`src/design/flash_sw_defs.svh`:
```
`ifndef FLASH_SW_DEFS_SVH
`define FLASH_SW_DEFS_SVH

// status register low: bit positions
`define SR_BUSY          0
`define SR_LATCH         1
`define SR_GUARD_LO      2
`define SR_GUARD_HI      6
`define SR_LOCK_LO       7
// status register mid: bit positions
`define SR_LOCK_HI       0
`define SR_QUAD          1
`define SR_PROG_PAUSED   2
`define SR_OTP_LO        3
`define SR_OTP_HI        5
`define SR_CMP           6
`define SR_ERASE_PAUSED  7
// status register high: bit positions
`define SR_DUMMY         0
`define SR_DRV_LO        5
`define SR_DRV_HI        6

// power-up values of the three status registers
`define LOW_RESET        8'h00
`define MID_RESET        8'h00
`define HIGH_RESET       8'h20

// address spans of the array operations
`define ADDR_MSB         21
`define ADDR_TOP         22'h3fffff
`define PAGE_SPAN        22'h0000ff
`define SECTOR_SPAN      22'h000fff
`define BLOCK32_SPAN     22'h007fff
`define BLOCK64_SPAN     22'h00ffff

// operation times and clock period
`define CLK_PERIOD_NS    4
`define SR_WRITE_TIME_US 2000
`define PAGE_TIME_US     600
`define SECTOR_TIME_US   45000
`define BLOCK32_TIME_US  120000
`define BLOCK64_TIME_US  150000
`define CHIP_TIME_US     1000000

`endif

```
`src/design/flash_sw_pkg.sv`:
```
package flash_sw_pkg;

    // commands delivered by the command shifter
    typedef enum logic [3:0] {
        CMD_NOP,
        CMD_WREN,
        CMD_WRDI,
        CMD_STATUS_WRITE_CMD,
        CMD_PAGE,
        CMD_SECTOR,
        CMD_BLOCK32,
        CMD_BLOCK64,
        CMD_CHIP,
        CMD_SUSPEND,
        CMD_RESUME,
        CMD_SWRESET
    } cmd_t;

    // write engine states
    typedef enum logic [1:0] {
        ST_IDLE,
        ST_BUSY,
        ST_PAUSED
    } state_t;

    // kind of operation in flight
    typedef enum logic [1:0] {
        OP_STATUS,
        OP_PROGRAM,
        OP_ERASE
    } op_t;

endpackage

```
`src/design/op_timer.sv`:
```
`timescale 1ns/1ps
module op_timer #(
    parameter int W = 32
) (
    input  wire logic         clk,
    input  wire logic         reset_n,
    input  wire logic         start,
    input  wire logic [W-1:0] load,
    input  wire logic         hold,
    input  wire logic         abort,
    output logic              running,
    output logic              done
);
    logic [W-1:0] count;

    // countdown, frozen while held; abort wins over everything
    always_ff @(posedge clk or negedge reset_n) begin
        if (!reset_n) begin
            count   <= '0;
            running <= 1'b0;
        end else if (abort) begin
            count   <= '0;
            running <= 1'b0;
        end else if (start) begin
            count   <= load;
            running <= 1'b1;
        end else if (running && !hold) begin
            if (count <= W'(1)) begin
                running <= 1'b0;
            end else begin
                count <= count - W'(1);
            end
        end
    end

    // one-cycle pulse as the count expires
    always_ff @(posedge clk or negedge reset_n) begin
        if (!reset_n) begin
            done <= 1'b0;
        end else begin
            done <= running && !hold && !abort && !start && (count <= W'(1));
        end
    end
endmodule

```
`src/design/guard_decode.sv`:
```
`timescale 1ns/1ps
`include "flash_sw_defs.svh"
module guard_decode (
    input  wire logic [4:0]  guard,
    input  wire logic        complement,
    input  wire logic [21:0] addr_first,
    input  wire logic [21:0] addr_last,
    output logic             hit
);
    // true when addr lies in the range picked by the guard code
    function automatic logic in_range(input logic [4:0] g, input logic [21:0] a);
        logic [2:0]  k;
        logic [4:0]  e;
        logic        r;
        begin
            k = g[2:0];
            e = 5'd0;
            if (k == 3'h0) begin
                r = 1'b0;
            end else if (k == 3'h7) begin
                r = 1'b1;
            end else begin
                // 4k granules above, 64k blocks below; sizes cap at 32k for small granules
                e = g[4] ? (5'd11 + ((k > 3'h4) ? 5'd4 : {2'h0, k})) : (5'd15 + {2'h0, k});
                r = g[3] ? ((a >> e) == 22'h0) : ((a >> e) == (`ADDR_TOP >> e));
            end
            in_range = r;
        end
    endfunction

    always_comb begin
        hit = (in_range(guard, addr_first) ^ complement) | (in_range(guard, addr_last) ^ complement);
    end
endmodule

```
`src/design/flash_status_write_protect.sv`:
```
`timescale 1ns/1ps
`include "flash_sw_defs.svh"
module flash_status_write_protect #(
    parameter int unsigned SR_WRITE_CYCLES = `SR_WRITE_TIME_US * 1000 / `CLK_PERIOD_NS,
    parameter int unsigned PAGE_CYCLES     = `PAGE_TIME_US * 1000 / `CLK_PERIOD_NS,
    parameter int unsigned SECTOR_CYCLES   = `SECTOR_TIME_US * 1000 / `CLK_PERIOD_NS,
    parameter int unsigned BLOCK32_CYCLES  = `BLOCK32_TIME_US * 1000 / `CLK_PERIOD_NS,
    parameter int unsigned BLOCK64_CYCLES  = `BLOCK64_TIME_US * 1000 / `CLK_PERIOD_NS,
    parameter int unsigned CHIP_CYCLES     = `CHIP_TIME_US * 1000 / `CLK_PERIOD_NS
) (
    input  wire logic               clk,
    input  wire logic               reset_n,
    input  wire logic               cmd_valid,
    input  wire flash_sw_pkg::cmd_t cmd_op,
    input  wire logic [1:0]         cmd_reg_sel,
    input  wire logic [7:0]         cmd_data,
    input  wire logic [21:0]        cmd_addr,
    input  wire logic               write_guard_pin_n,
    input  wire logic               pause_pin_n,
    output logic [7:0]              status_reg_low,
    output logic [7:0]              status_reg_mid,
    output logic [7:0]              status_reg_high,
    output logic                    busy_flag,
    output logic                    cmd_done,
    output logic                    cmd_refused,
    output logic                    quad_lines_active,
    output logic                    serial_paused
);
    flash_sw_pkg::state_t state;
    flash_sw_pkg::state_t next_state;
    flash_sw_pkg::op_t    op_kind;
    logic        guard_meta;
    logic        guard_sync;
    logic        pause_meta;
    logic        pause_sync;
    logic [1:0]  lock_mode;
    logic        quad_on;
    logic        latch;
    logic        idle;
    logic        status_write_ok;
    logic        wipe_ok;
    logic        prot_hit;
    logic        accept;
    logic        is_array_write;
    logic        starts_timer;
    logic [21:0] span;
    logic [21:0] addr_first;
    logic [21:0] addr_last;
    logic [31:0] load_cycles;
    logic        timer_running;
    logic        timer_done;

    // pins arrive from outside the clock domain
    always_ff @(posedge clk or negedge reset_n) begin
        if (!reset_n) begin
            guard_meta <= 1'b1;
            guard_sync <= 1'b1;
            pause_meta <= 1'b1;
            pause_sync <= 1'b1;
        end else begin
            guard_meta <= write_guard_pin_n;
            guard_sync <= guard_meta;
            pause_meta <= pause_pin_n;
            pause_sync <= pause_meta;
        end
    end

    // decoded fields of the stored registers
    assign lock_mode = {status_reg_mid[`SR_LOCK_HI], status_reg_low[`SR_LOCK_LO]};
    assign quad_on   = status_reg_mid[`SR_QUAD];
    assign latch     = status_reg_low[`SR_LATCH];
    assign idle      = (state == flash_sw_pkg::ST_IDLE);

    // open mode needs only the latch
    // guard pin low locks mode 01
    // mode 10 locked until power cycle
    // in quad mode the guard pin carries data, so it cannot lock
    always_comb begin
        case (lock_mode)
            2'b00:   status_write_ok = 1'b1;
            2'b01:   status_write_ok = quad_on || guard_sync;
            default: status_write_ok = 1'b0;
        endcase
    end

    // wipe only with fully matching code
    assign wipe_ok = (status_reg_low[4:2] == 3'h0 && !status_reg_mid[`SR_CMP]) ||
                     (status_reg_low[4:2] == 3'h7 && status_reg_mid[`SR_CMP]);

    // operation footprint; a 64k block may straddle a 4k-granular boundary, so test both ends
    always_comb begin
        case (cmd_op)
            flash_sw_pkg::CMD_PAGE:    span = `PAGE_SPAN;
            flash_sw_pkg::CMD_SECTOR:  span = `SECTOR_SPAN;
            flash_sw_pkg::CMD_BLOCK32: span = `BLOCK32_SPAN;
            default:                   span = `BLOCK64_SPAN;
        endcase
    end
    assign addr_first = cmd_addr & ~span;
    assign addr_last  = cmd_addr | span;

    guard_decode u_guard (
        .guard      (status_reg_low[`SR_GUARD_HI:`SR_GUARD_LO]),
        .complement (status_reg_mid[`SR_CMP]),
        .addr_first (addr_first),
        .addr_last  (addr_last),
        .hit        (prot_hit)
    );

    assign is_array_write = (cmd_op == flash_sw_pkg::CMD_PAGE) || (cmd_op == flash_sw_pkg::CMD_SECTOR) ||
                            (cmd_op == flash_sw_pkg::CMD_BLOCK32) || (cmd_op == flash_sw_pkg::CMD_BLOCK64);

    // acceptance of each command; anything refused leaves state alone
    always_comb begin
        case (cmd_op)
            flash_sw_pkg::CMD_WREN,
            flash_sw_pkg::CMD_WRDI:    accept = idle;
            flash_sw_pkg::CMD_STATUS_WRITE_CMD:    accept = idle && latch && status_write_ok && (cmd_reg_sel != 2'h3);
            flash_sw_pkg::CMD_PAGE,
            flash_sw_pkg::CMD_SECTOR,
            flash_sw_pkg::CMD_BLOCK32,
            flash_sw_pkg::CMD_BLOCK64: accept = idle && latch && !prot_hit;
            flash_sw_pkg::CMD_CHIP:    accept = idle && latch && wipe_ok;
            flash_sw_pkg::CMD_SUSPEND: accept = (state == flash_sw_pkg::ST_BUSY) &&
                                                (op_kind != flash_sw_pkg::OP_STATUS);
            flash_sw_pkg::CMD_RESUME:  accept = (state == flash_sw_pkg::ST_PAUSED);
            flash_sw_pkg::CMD_SWRESET: accept = 1'b1;
            default:                   accept = 1'b0;
        endcase
        accept = accept && cmd_valid;
    end

    assign starts_timer = accept && (is_array_write || cmd_op == flash_sw_pkg::CMD_STATUS_WRITE_CMD ||
                                     cmd_op == flash_sw_pkg::CMD_CHIP);

    // duration of the accepted operation
    always_comb begin
        case (cmd_op)
            flash_sw_pkg::CMD_PAGE:    load_cycles = 32'(PAGE_CYCLES);
            flash_sw_pkg::CMD_SECTOR:  load_cycles = 32'(SECTOR_CYCLES);
            flash_sw_pkg::CMD_BLOCK32: load_cycles = 32'(BLOCK32_CYCLES);
            flash_sw_pkg::CMD_BLOCK64: load_cycles = 32'(BLOCK64_CYCLES);
            flash_sw_pkg::CMD_CHIP:    load_cycles = 32'(CHIP_CYCLES);
            default:                   load_cycles = 32'(SR_WRITE_CYCLES);
        endcase
    end

    op_timer #(
        .W (32)
    ) u_timer (
        .clk     (clk),
        .reset_n (reset_n),
        .start   (starts_timer),
        .load    (load_cycles),
        .hold    (state == flash_sw_pkg::ST_PAUSED),
        .abort   (accept && cmd_op == flash_sw_pkg::CMD_SWRESET),
        .running (timer_running),
        .done    (timer_done)
    );

    // engine sequencing
    always_comb begin
        next_state = state;
        case (state)
            flash_sw_pkg::ST_IDLE: begin
                if (starts_timer) begin
                    next_state = flash_sw_pkg::ST_BUSY;
                end
            end
            flash_sw_pkg::ST_BUSY: begin
                if (timer_done) begin
                    next_state = flash_sw_pkg::ST_IDLE;
                end else if (accept && cmd_op == flash_sw_pkg::CMD_SUSPEND) begin
                    next_state = flash_sw_pkg::ST_PAUSED;
                end
            end
            flash_sw_pkg::ST_PAUSED: begin
                if (accept && cmd_op == flash_sw_pkg::CMD_RESUME) begin
                    next_state = flash_sw_pkg::ST_BUSY;
                end
            end
            default: next_state = flash_sw_pkg::ST_IDLE;
        endcase
        if (accept && cmd_op == flash_sw_pkg::CMD_SWRESET) begin
            next_state = flash_sw_pkg::ST_IDLE;
        end
    end

    always_ff @(posedge clk or negedge reset_n) begin
        if (!reset_n) begin
            state <= flash_sw_pkg::ST_IDLE;
        end else begin
            state <= next_state;
        end
    end

    // remembers which paused bit a suspend should raise
    always_ff @(posedge clk or negedge reset_n) begin
        if (!reset_n) begin
            op_kind <= flash_sw_pkg::OP_STATUS;
        end else if (starts_timer) begin
            if (cmd_op == flash_sw_pkg::CMD_STATUS_WRITE_CMD) begin
                op_kind <= flash_sw_pkg::OP_STATUS;
            end else if (cmd_op == flash_sw_pkg::CMD_PAGE) begin
                op_kind <= flash_sw_pkg::OP_PROGRAM;
            end else begin
                op_kind <= flash_sw_pkg::OP_ERASE;
            end
        end
    end

    // low register: lock bit, block_guard, latch, busy
    // low register layout
    // latch cleared on completion and reset
    always_ff @(posedge clk or negedge reset_n) begin
        if (!reset_n) begin
            status_reg_low <= `LOW_RESET;
        end else begin
            // guard bits only via status write
            if (accept && cmd_op == flash_sw_pkg::CMD_STATUS_WRITE_CMD && cmd_reg_sel == 2'h0) begin
                status_reg_low[7:2] <= cmd_data[7:2];
            end
            if (accept && cmd_op == flash_sw_pkg::CMD_WREN) begin
                status_reg_low[`SR_LATCH] <= 1'b1;
            end else if (timer_done || (accept && (cmd_op == flash_sw_pkg::CMD_WRDI ||
                                                   cmd_op == flash_sw_pkg::CMD_SWRESET))) begin
                status_reg_low[`SR_LATCH] <= 1'b0;
            end
            status_reg_low[`SR_BUSY] <= (next_state == flash_sw_pkg::ST_BUSY);
        end
    end

    // mid register; otp locks only ever gain ones, paused bits are hardware-owned
    // mid register layout
    always_ff @(posedge clk or negedge reset_n) begin
        if (!reset_n) begin
            status_reg_mid <= `MID_RESET;
        end else begin
            if (accept && cmd_op == flash_sw_pkg::CMD_STATUS_WRITE_CMD && cmd_reg_sel == 2'h1) begin
                status_reg_mid[`SR_CMP]                  <= cmd_data[`SR_CMP];
                status_reg_mid[`SR_OTP_HI:`SR_OTP_LO]    <= status_reg_mid[`SR_OTP_HI:`SR_OTP_LO] |
                                                            cmd_data[`SR_OTP_HI:`SR_OTP_LO];
                status_reg_mid[`SR_QUAD]                 <= cmd_data[`SR_QUAD];
                status_reg_mid[`SR_LOCK_HI]              <= cmd_data[`SR_LOCK_HI];
            end
            if (accept && cmd_op == flash_sw_pkg::CMD_SUSPEND) begin
                status_reg_mid[`SR_ERASE_PAUSED] <= (op_kind == flash_sw_pkg::OP_ERASE);
                status_reg_mid[`SR_PROG_PAUSED]  <= (op_kind == flash_sw_pkg::OP_PROGRAM);
            end else if (accept && (cmd_op == flash_sw_pkg::CMD_RESUME ||
                                    cmd_op == flash_sw_pkg::CMD_SWRESET)) begin
                status_reg_mid[`SR_ERASE_PAUSED] <= 1'b0;
                status_reg_mid[`SR_PROG_PAUSED]  <= 1'b0;
            end
        end
    end

    // high register; reserved bits always read zero
    // high register layout
    always_ff @(posedge clk or negedge reset_n) begin
        if (!reset_n) begin
            status_reg_high <= `HIGH_RESET;
        end else if (accept && cmd_op == flash_sw_pkg::CMD_STATUS_WRITE_CMD && cmd_reg_sel == 2'h2) begin
            status_reg_high <= {1'b0, cmd_data[`SR_DRV_HI:`SR_DRV_LO], 4'h0, cmd_data[`SR_DUMMY]};
        end
    end

    // command answer pulses and registered busy copy
    // refusals only pulse cmd_refused
    always_ff @(posedge clk or negedge reset_n) begin
        if (!reset_n) begin
            cmd_done    <= 1'b0;
            cmd_refused <= 1'b0;
            busy_flag   <= 1'b0;
        end else begin
            cmd_done    <= accept;
            cmd_refused <= cmd_valid && (cmd_op != flash_sw_pkg::CMD_NOP) && !accept;
            busy_flag   <= (next_state == flash_sw_pkg::ST_BUSY);
        end
    end

    always_ff @(posedge clk or negedge reset_n) begin
        if (!reset_n) begin
            quad_lines_active <= 1'b0;
            serial_paused     <= 1'b0;
        end else begin
            quad_lines_active <= quad_on;
            serial_paused     <= !quad_on && !pause_sync;
        end
    end
endmodule

```
`config.mk`:
```
export PLATFORM = sky130hd
export DESIGN_NAME = flash_status_write_protect
export DESIGN_NICKNAME = d
export VERILOG_FILES = /design/src/design/flash_sw_pkg.sv /design/src/design/op_timer.sv /design/src/design/guard_decode.sv /design/src/design/flash_status_write_protect.sv
export VERILOG_INCLUDE_DIRS = /design/src /design/src/design
export SDC_FILE = /design/constraint.sdc
export NUM_CORES = 1
export LEC_CHECK = 0
export BUFFER_PORTS_ARGS = -buffer_cell sky130_fd_sc_hd__buf_4
export CAP_MARGIN = 10
export CORE_MARGIN = 5
export CORE_UTILIZATION = 51
export CTS_BUF_LIST = sky130_fd_sc_hd__clkbuf_8
export CTS_CLUSTER_SIZE = 12
export DETAILED_ROUTE_END_ITERATION = 8
export HOLD_SLACK_MARGIN = 0.08
export PLACE_DENSITY = 0.76
export SYNTH_ARGS = -nofsm -noshare
export SYNTH_HDL_FRONTEND = slang
export SYNTH_SLANG_ARGS = --single-unit
```
`constraint.sdc`:
```
create_clock -name clk -period 7.6 [get_ports clk]
set_clock_uncertainty 0.05 [all_clocks]
set_input_delay 0.76 -clock clk [delete_from_list [all_inputs] [get_ports clk]]
set_output_delay 0.76 -clock clk [all_outputs]
set_load 0.03 [all_outputs]
```
After elaboration in Yosys (flattened, before gate mapping)
Index checks and enable logic that the tools add are counted. W data, S select, Z words.

Reductions and logical operators: 61. Mux-type cells: 33. Order comparisons: 2. Shift-type cells: 3. Divide/modulo/power cells: 0. $mul: 0. Bitwise logic cells: 7. Add/sub/neg operators: 3. Equality and inequality tests: 24.

Operator list (count): $pmux W28 S5 (1); $mux W32 (4); $pmux W16 S3 (1); $eq A22 B22 Y1 (2); $logic_not A22 Y1 (2); $shr A22 B5 Y22 (2); $le A32 B1 Y1 const B (1); $sub A32 B1 Y32 const B (1); $logic_and A1 B1 Y1 (27); $and A22 B22 Y22 (1); $not A22 Y22 (1); $or A22 B22 Y22 (1); $shr A22 B5 Y22 const A (1); $eq A4 B3 Y1 const B (4); $eq A4 B4 Y1 const B (4); $mux W1 (15); $mux W2 (7); $eq A2 B1 Y1 const B (5); $logic_or A1 B1 Y1 (10); $eq A4 B2 Y1 const B (2); $logic_not A1 Y1 (8); $pmux W1 S7 (1); $eq A2 B2 Y1 const B (3); $logic_not A2 Y1 (3); other kinds (21) (26).

Word-level logic and storage cells: 152. Bits in latches: 0. Output and inout port bits: 29. Memories kept: 0. Register bits after elaboration: 65. Input port bits: 41. RAM bits: 0. ROM bits: 0.

Logic depth before layout (Yosys ltp)
Depth after elaboration: 21. Gate-level depth with buffers: 27. Mapped depth without buffers: 21.

By module
From an unflattened synthesis, not the netlist that was laid out.

Cell total of the unflattened synthesis: 900. Area, all modules: 7254.5 um^2.

Modules (own cells, without submodules): guard_decode (instances 1, sequential area each 0.0 um^2, cells each 480, area each 3372.0 um^2); op_timer (instances 1, sequential area each 850.8 um^2, cells each 237, area each 2093.3 um^2); flash_status_write_protect (instances 1, sequential area each 782.0 um^2, cells each 183, area each 1789.2 um^2).

Least setup slack after synthesis
Ideal clock, no wire load.

Path kind: register to register. Start: register status_reg_low[2]. End: register status_reg_mid[0]. Library setup time: 0.125 ns. Slack: 2.389 ns. Data required time: 7.425 ns. Period minus slack after synthesis: 5.211 ns. Cell stages (with the launch flop): 26. Arrival: 5.036 ns. Buffers on the path: 4. Cell sequence: dfrtp_1 > inv_1 > ha_1 > inv_1 > ha_1 > buf_4 > nand2b_1 > ha_1 > inv_1 > ha_1 > nand2b_1 > clkbuf_1 > a21oi_1 > buf_2 > nand2_1 > o31ai_1 > o311ai_0 > nand2_1 > nand3_1 > o41ai_1 > or3_1 > a31o_2 > buf_4 > nand2_1 > nor3b_2 > mux2_2.

Word-level cells in the longest chain between the ends: 17. Elaborated cells between the ends (all ways): 33. Classes of those cells: add/sub (2); order compare (1); eq/ne (3); shift (3); mux (9); bitwise (3); reduce/logical (12).

RTL lines: start: declaration (line flash_status_write_protect.sv:20) `output logic [7:0] status_reg_low,`; start signal: assignment (line flash_status_write_protect.sv:217) `` status_reg_low <= `LOW_RESET; ``; start signal: assignment (line flash_status_write_protect.sv:221) `status_reg_low[7:2] <= cmd_data[7:2];`; start signal: indexed assignment (line flash_status_write_protect.sv:229) `` status_reg_low[`SR_BUSY] <= (next_state == flash_sw_pkg::ST_BUSY); ``; $gt A3 B3 Y1 (line guard_decode.sv:24) `e = g[4] ? (5'd11 + ((k > 3'h4) ? 5'd4 : {2'h0, k})) : (5'd15 + {2'h0, k});`; $mux W3 (line guard_decode.sv:24); $add A4 B5 Y5 (line guard_decode.sv:24); $mux W5 (line guard_decode.sv:24); $shr A22 B5 Y22, on equally long branches; $eq A22 B22 Y1 / $logic_not A22 Y1 (equally long branches) (line guard_decode.sv:25) `` r = g[3] ? ((a >> e) == 22'h0) : ((a >> e) == (`ADDR_TOP >> e)); ``; $mux W1 (line guard_decode.sv:25); $mux W1 (line guard_decode.sv:20) `end else if (k == 3'h7) begin`; $mux W1 (line guard_decode.sv:18) `if (k == 3'h0) begin`; $xor A1 B1 Y1 (line guard_decode.sv:32) `hit = (in_range(guard, addr_first) ^ complement) | (in_range(guard, addr_last) ^ complement);`; $or A1 B1 Y1 (line guard_decode.sv:32); $logic_not A1 Y1 (line flash_status_write_protect.sv:122) `flash_sw_pkg::CMD_BLOCK64: accept = idle && latch && !prot_hit;`; $logic_and A1 B1 Y1 (line flash_status_write_protect.sv:122); $pmux W1 S7 (*) (line flash_status_write_protect.sv:115) `case (cmd_op)`; $logic_and A1 B1 Y1 (*) (line flash_status_write_protect.sv:130) `accept = accept && cmd_valid;`; $logic_and A1 B1 Y1 (*) (2 in series) (line flash_status_write_protect.sv:239) `if (accept && cmd_op == flash_sw_pkg::CMD_STATUS_WRITE_CMD && cmd_reg_sel == 2'h1) begin`; end signal: indexed assignment (line flash_status_write_protect.sv:240) `` status_reg_mid[`SR_CMP] <= cmd_data[`SR_CMP]; ``; end signal: indexed assignment (line flash_status_write_protect.sv:241) `` status_reg_mid[`SR_OTP_HI:`SR_OTP_LO] <= status_reg_mid[`SR_OTP_HI:`SR_OTP_LO] | ``; end signal: indexed assignment (line flash_status_write_protect.sv:243) `` status_reg_mid[`SR_QUAD] <= cmd_data[`SR_QUAD]; ``; end: declaration (line flash_status_write_protect.sv:21) `output logic [7:0] status_reg_mid,`.

Every way passes the cells marked *; elsewhere a longest branch is shown, timed or not. A chain may end at the register's enable or synchronous reset.

Final worst setup path
Start: register status_reg_low[3]. End: register u_timer.count[6].

Word-level cells in the longest chain between the ends: 18. Elaborated cells between the ends (all ways): 38. Classes of those cells: add/sub (2); order compare (1); eq/ne (4); shift (3); mux (11); bitwise (3); reduce/logical (14).

RTL lines: $gt A3 B3 Y1 (line guard_decode.sv:24); $mux W3 (line guard_decode.sv:24); $add A4 B5 Y5 (line guard_decode.sv:24); $mux W5 (line guard_decode.sv:24); $shr A22 B5 Y22, on equally long branches; $eq A22 B22 Y1 / $logic_not A22 Y1 (equally long branches) (line guard_decode.sv:25); $mux W1 (line guard_decode.sv:25); $mux W1 (line guard_decode.sv:20); [... 2 more ...]; $or A1 B1 Y1 (line guard_decode.sv:32); $logic_not A1 Y1 (line flash_status_write_protect.sv:122); $logic_and A1 B1 Y1 (line flash_status_write_protect.sv:122); $pmux W1 S7 (*) (line flash_status_write_protect.sv:115); $logic_and A1 B1 Y1 (*) (line flash_status_write_protect.sv:130); $logic_and A1 B1 Y1, on equally long branches (line flash_status_write_protect.sv:156, flash_status_write_protect.sv:133); $ne A3 B1 Y1 (no source line), or another cell as far along; $reduce_and A2 Y1 (no source line) / $mux W32 (equally long branches); end signal: assignment (line op_timer.sv:25) `count <= load;`; end signal: assignment (line op_timer.sv:31) `count <= count - W'(1);`; end: declaration (line op_timer.sv:14) `logic [W-1:0] count;`.

Marked as above.

==> impl_metrics.tcl <==
set metrics [dict create \
    initial_core_util 0.5214 \
    io_buffers 56 \
    drt-wirelength-per-cell_um 20.39 \
    max_stage_delay_ns 0.80 \
    fin_tns_setup_ns 0 \
    cts_buffer_depth 2 \
    fin_crit_ns 6.349 \
    gp_congestion 1.034 \
    syn_avg_cell_area_um2 7.918 \
    place_area_um2 6948 \
    synthArstFlopShare 1.000 \
    crit_start "status_reg_low[3]" \
    crit_fanout 18 \
    r2r_start "status_reg_low[3]" \
    pwr-share-seq 0.415 \
    synth_ff_type "dfrtp_1" \
    grt_pass1_vias 6377 \
    power.leakage_uw 0.002820 \
    yosysWarnings 0 \
    fmax_ghz 0.1575 \
    cp-end-kind "register" \
    max_cap_viol_count 0 \
    die_height_um 123.6 \
    layout.nets 905 \
    cts_made_buffers 9 \
    p_clk_frac 0.258 \
    hp-class "reg2reg" \
    layout-drive-gt1-share 0.1787 \
    htree_levels 3 \
    arrival_ns 6.54 \
    drtIter0Drc 831 \
    intPower_uw 717.8 \
    combPwrFrac 0.327 \
    clock-sinks 65 \
    crit_type "reg2reg" \
    worstMarginPinSlew_ns 0.9565 \
    viasPerCell 6.680 \
    cp_slowest_cell "o41ai_1" \
    crit_end "u_timer.count[6]" \
    cts_setup_buffers 0 \
    crit_required_ns 7.79 \
    cp_num_buf_inv 5 \
    min_period_over_period 0.8354 \
    die_area_um2 15270 \
    core_area_um2 12620 \
    diodes 0 \
    ys_ff_latch 65 \
    grt_overflow 0 \
    slew_viol_final 0 \
    design_area_um2 7147 \
    cts.repair.resized 0 \
    grt_pass1_wl_mm 33.44 \
    vias 6867 \
    ys_types 97 \
    nFillCells 1210 \
    netlist_instances 831 \
    ys_seq_area_frac 0.2481 \
    grt_max_degree 66 \
    setup_viol 0 \
    synth_area_um2 6580 \
    antenna_left 0 \
    reg2reg_to "u_timer.count[6]" \
    vdd_drop_max_mv 0.1633 \
    dieWidth_um 123.6 \
    hpwlAfterDp_mm 15.33 \
    hold_viol 0 \
    insertion_delay_ns 0.37 \
    cp_top_family "compound AO/OA/AOI/OAI gates" \
    cts_tree "yes" \
    drt-total-wl_mm 20.96 \
    synth-edff-count 0 \
    start_kind "register" \
    max_slew_margin 0.3607 \
    status "complete, no violations" \
    crit_chain "inv_1 -> ha_1 -> inv_1 -> ha_1 -> nand2b_1 -> ha_1 -> inv_1 -> ha_1 -> nor2b_1 -> nor2_2 -> o21ai_0 -> and3_1 -> a221oi_1 -> o221ai_1 -> o41ai_1 -> or3_1 -> a31o_2 -> buf_4 -> and2_1 -> buf_4 -> a31oi_1 -> o221a_1" \
    grt_usage 0.2770 \
    hold_buffers 0 \
    io_pins 70 \
    rsz0062_at_grt "no" \
    rrSetupSlack_ns 1.25 \
    switching_power_uw 430.7 \
    reg2regPathDepth 22 \
    first_pass_iters 6 \
    sw_frac_of_total 0.3750 \
    holdPathStages 0 \
    syn2layout_area_growth_pct 8.614 \
    fp-row-count 41 \
    drc 0 \
    root_buffer "clkbuf_8" \
    cp.depth 22 \
    p_per_area_nw_per_um2 160.7 \
    antenna_found_initial 0 \
    cpMostUsedCell "ha_1" \
    clk_pin_slew_ns 0.07 \
]
-- worst min path at each step --
stage               startpoint  slack [ns]         end
floorplan           guard_meta        0.30  guard_sync
global placement    guard_meta        0.30  guard_sync
detailed placement  pause_meta        0.30  pause_sync
CTS                 guard_meta        0.31  guard_sync
global route        guard_meta        0.32  guard_sync
finish              guard_meta        0.31  guard_sync
-- logic make-up after synthesis --
| kind of cell | after synthesis | synth area share |
|---|---|---|
| fa+ha+maj | 13 | 0.02472 |
| compound gates | 281 | 0.3122 |
| flops | 65 | 0.2481 |
| xor+xnor | 9 | 0.01198 |
| buf+inv | 93 | 0.07663 |
| other cells | 1 | 0.0005699 |
| simple gates | 324 | 0.2491 |
| mux | 45 | 0.07663 |
-- power by group through the flow --
stage | logic, µW | registers (µW) | clock network, µW
after floorplan | 262 | 478 | 0
after global placement | 364 | 479 | 0
after detailed placement | 365 | 482 | 0
after CTS | 368 | 475 | 302
after global routing | 412 | 488 | 317
final | 375 | 477 | 296
-- area by class of cell --
| class | instances | area [µm²] | share of cell area |
|---|---|---|---|
| multi-input combinational | 677 | 4458 | 0.6238 |
| sequential | 65 | 1633 | 0.2285 |
| timing repair buffer | 73 | 548.0 | 0.07668 |
| tap | 172 | 215.2 | 0.03011 |
| clock buffer | 10 | 137.6 | 0.01926 |
| inverter | 25 | 93.84 | 0.01313 |
| clock inverter | 6 | 61.31 | 0.008578 |
-- metal layers --
layer  part of all wire  vias to the layer above  track usage
met5                  0                        -            0
met4              0.039                        0       0.1190
met3              0.089                       68      0.05268
met2               0.46                      381       0.4481
met1               0.41                     3235       0.3618
li1                   -                     3183            -
-- cells in the final DEF (no fill, tap or decap), types with 25 or more instances in the layout --
cell,netlist,final
o21ai_0,43,43
o22ai_1,25,25
inv_1,24,26
nor2_1,73,73
nand3_1,25,25
nor3_1,25,25
dfrtp_1,60,60
nand2_1,93,93
a21oi_1,38,38
buf_4,14,73
-- worst reg2reg max path: stages, from the launching register on --
cell,delay (ns)
dfrtp_1,0.43
inv_1,0.10
ha_1,0.22
inv_1,0.07
ha_1,0.45
nand2b_1,0.18
ha_1,0.14
inv_1,0.04
ha_1,0.34
nor2b_1,0.17
nor2_2,0.67
o21ai_0,0.40
and3_1,0.29
a221oi_1,0.24
o221ai_1,0.17
o41ai_1,0.80
or3_1,0.21
a31o_2,0.24
buf_4,0.20
and2_1,0.27
buf_4,0.26
a31oi_1,0.07
o221a_1,0.22
-- through the flow --
stage | power (µW) | cells | worst slack [ns] | utilization | hold WS [ns]
6_report | 1148 | 1028 | 1.251 | 0.5663 | 0.3090
4_1_cts | 1145 | 1028 | 1.442 | 0.5663 | 0.3110
5_1_grt | 1218 | 1028 | 0.8951 | 0.5663 | 0.3180
3_3_place_gp | 842.9 | 1012 | 1.487 | 0.5506 | 0.2959
3_5_place_dp | 847.0 | 1012 | 1.454 | 0.5506 | 0.2999
2_1_floorplan | 739.9 | 835 | 2.389 | - | 0.2952
-- Yosys cell counts, types with 4 or more instances --
master / instances / area [µm²]
o21ai_0: 43 / 215.2
nand4_1: 10 / 62.56
a211oi_1: 13 / 97.59
mux2_2: 18 / 202.7
or4_1: 5 / 37.54
or3_1: 7 / 43.79
or2_2: 5 / 31.28
nor2b_1: 13 / 81.33
dfrtp_1: 60 / 1501
clkbuf_1: 23 / 86.33
nand2b_1: 10 / 62.56
nor2_1: 73 / 274.0
buf_1: 4 / 15.01
nand3_1: 25 / 125.1
o41ai_1: 6 / 52.55
nand2_1: 93 / 349.1
and3_1: 7 / 43.79
nor3_1: 25 / 125.1
and2_1: 9 / 56.30
o21ai_1: 7 / 35.03
xnor2_1: 6 / 52.55
a221oi_1: 6 / 52.55
mux2i_1: 22 / 220.2
a21o_1: 8 / 60.06
o211ai_1: 18 / 135.1
dfstp_2: 5 / 131.4
o32ai_1: 4 / 35.03
nor4_1: 13 / 81.33
buf_6: 11 / 123.9
o31ai_1: 9 / 67.56
inv_1: 24 / 90.09
o21a_1: 4 / 30.03
buf_4: 14 / 105.1
o22ai_1: 25 / 156.4
buf_2: 16 / 80.08
a31oi_1: 18 / 112.6
a32oi_1: 7 / 61.31
o221ai_1: 14 / 122.6
a21oi_1: 38 / 190.2
ha_1: 13 / 162.7
o2111ai_1: 4 / 35.03
a22oi_1: 14 / 105.1
-- sequential cells by signal, indices dropped and copies added (netlist names), 2 cells and up --
| register | flops |
|---|---|
| status_reg_high | 3 |
| u_timer.count | 32 |
| status_reg_mid | 8 |
| op_kind | 2 |
| status_reg_low | 8 |
| state | 2 |
(Power assumes the default switching activity.)
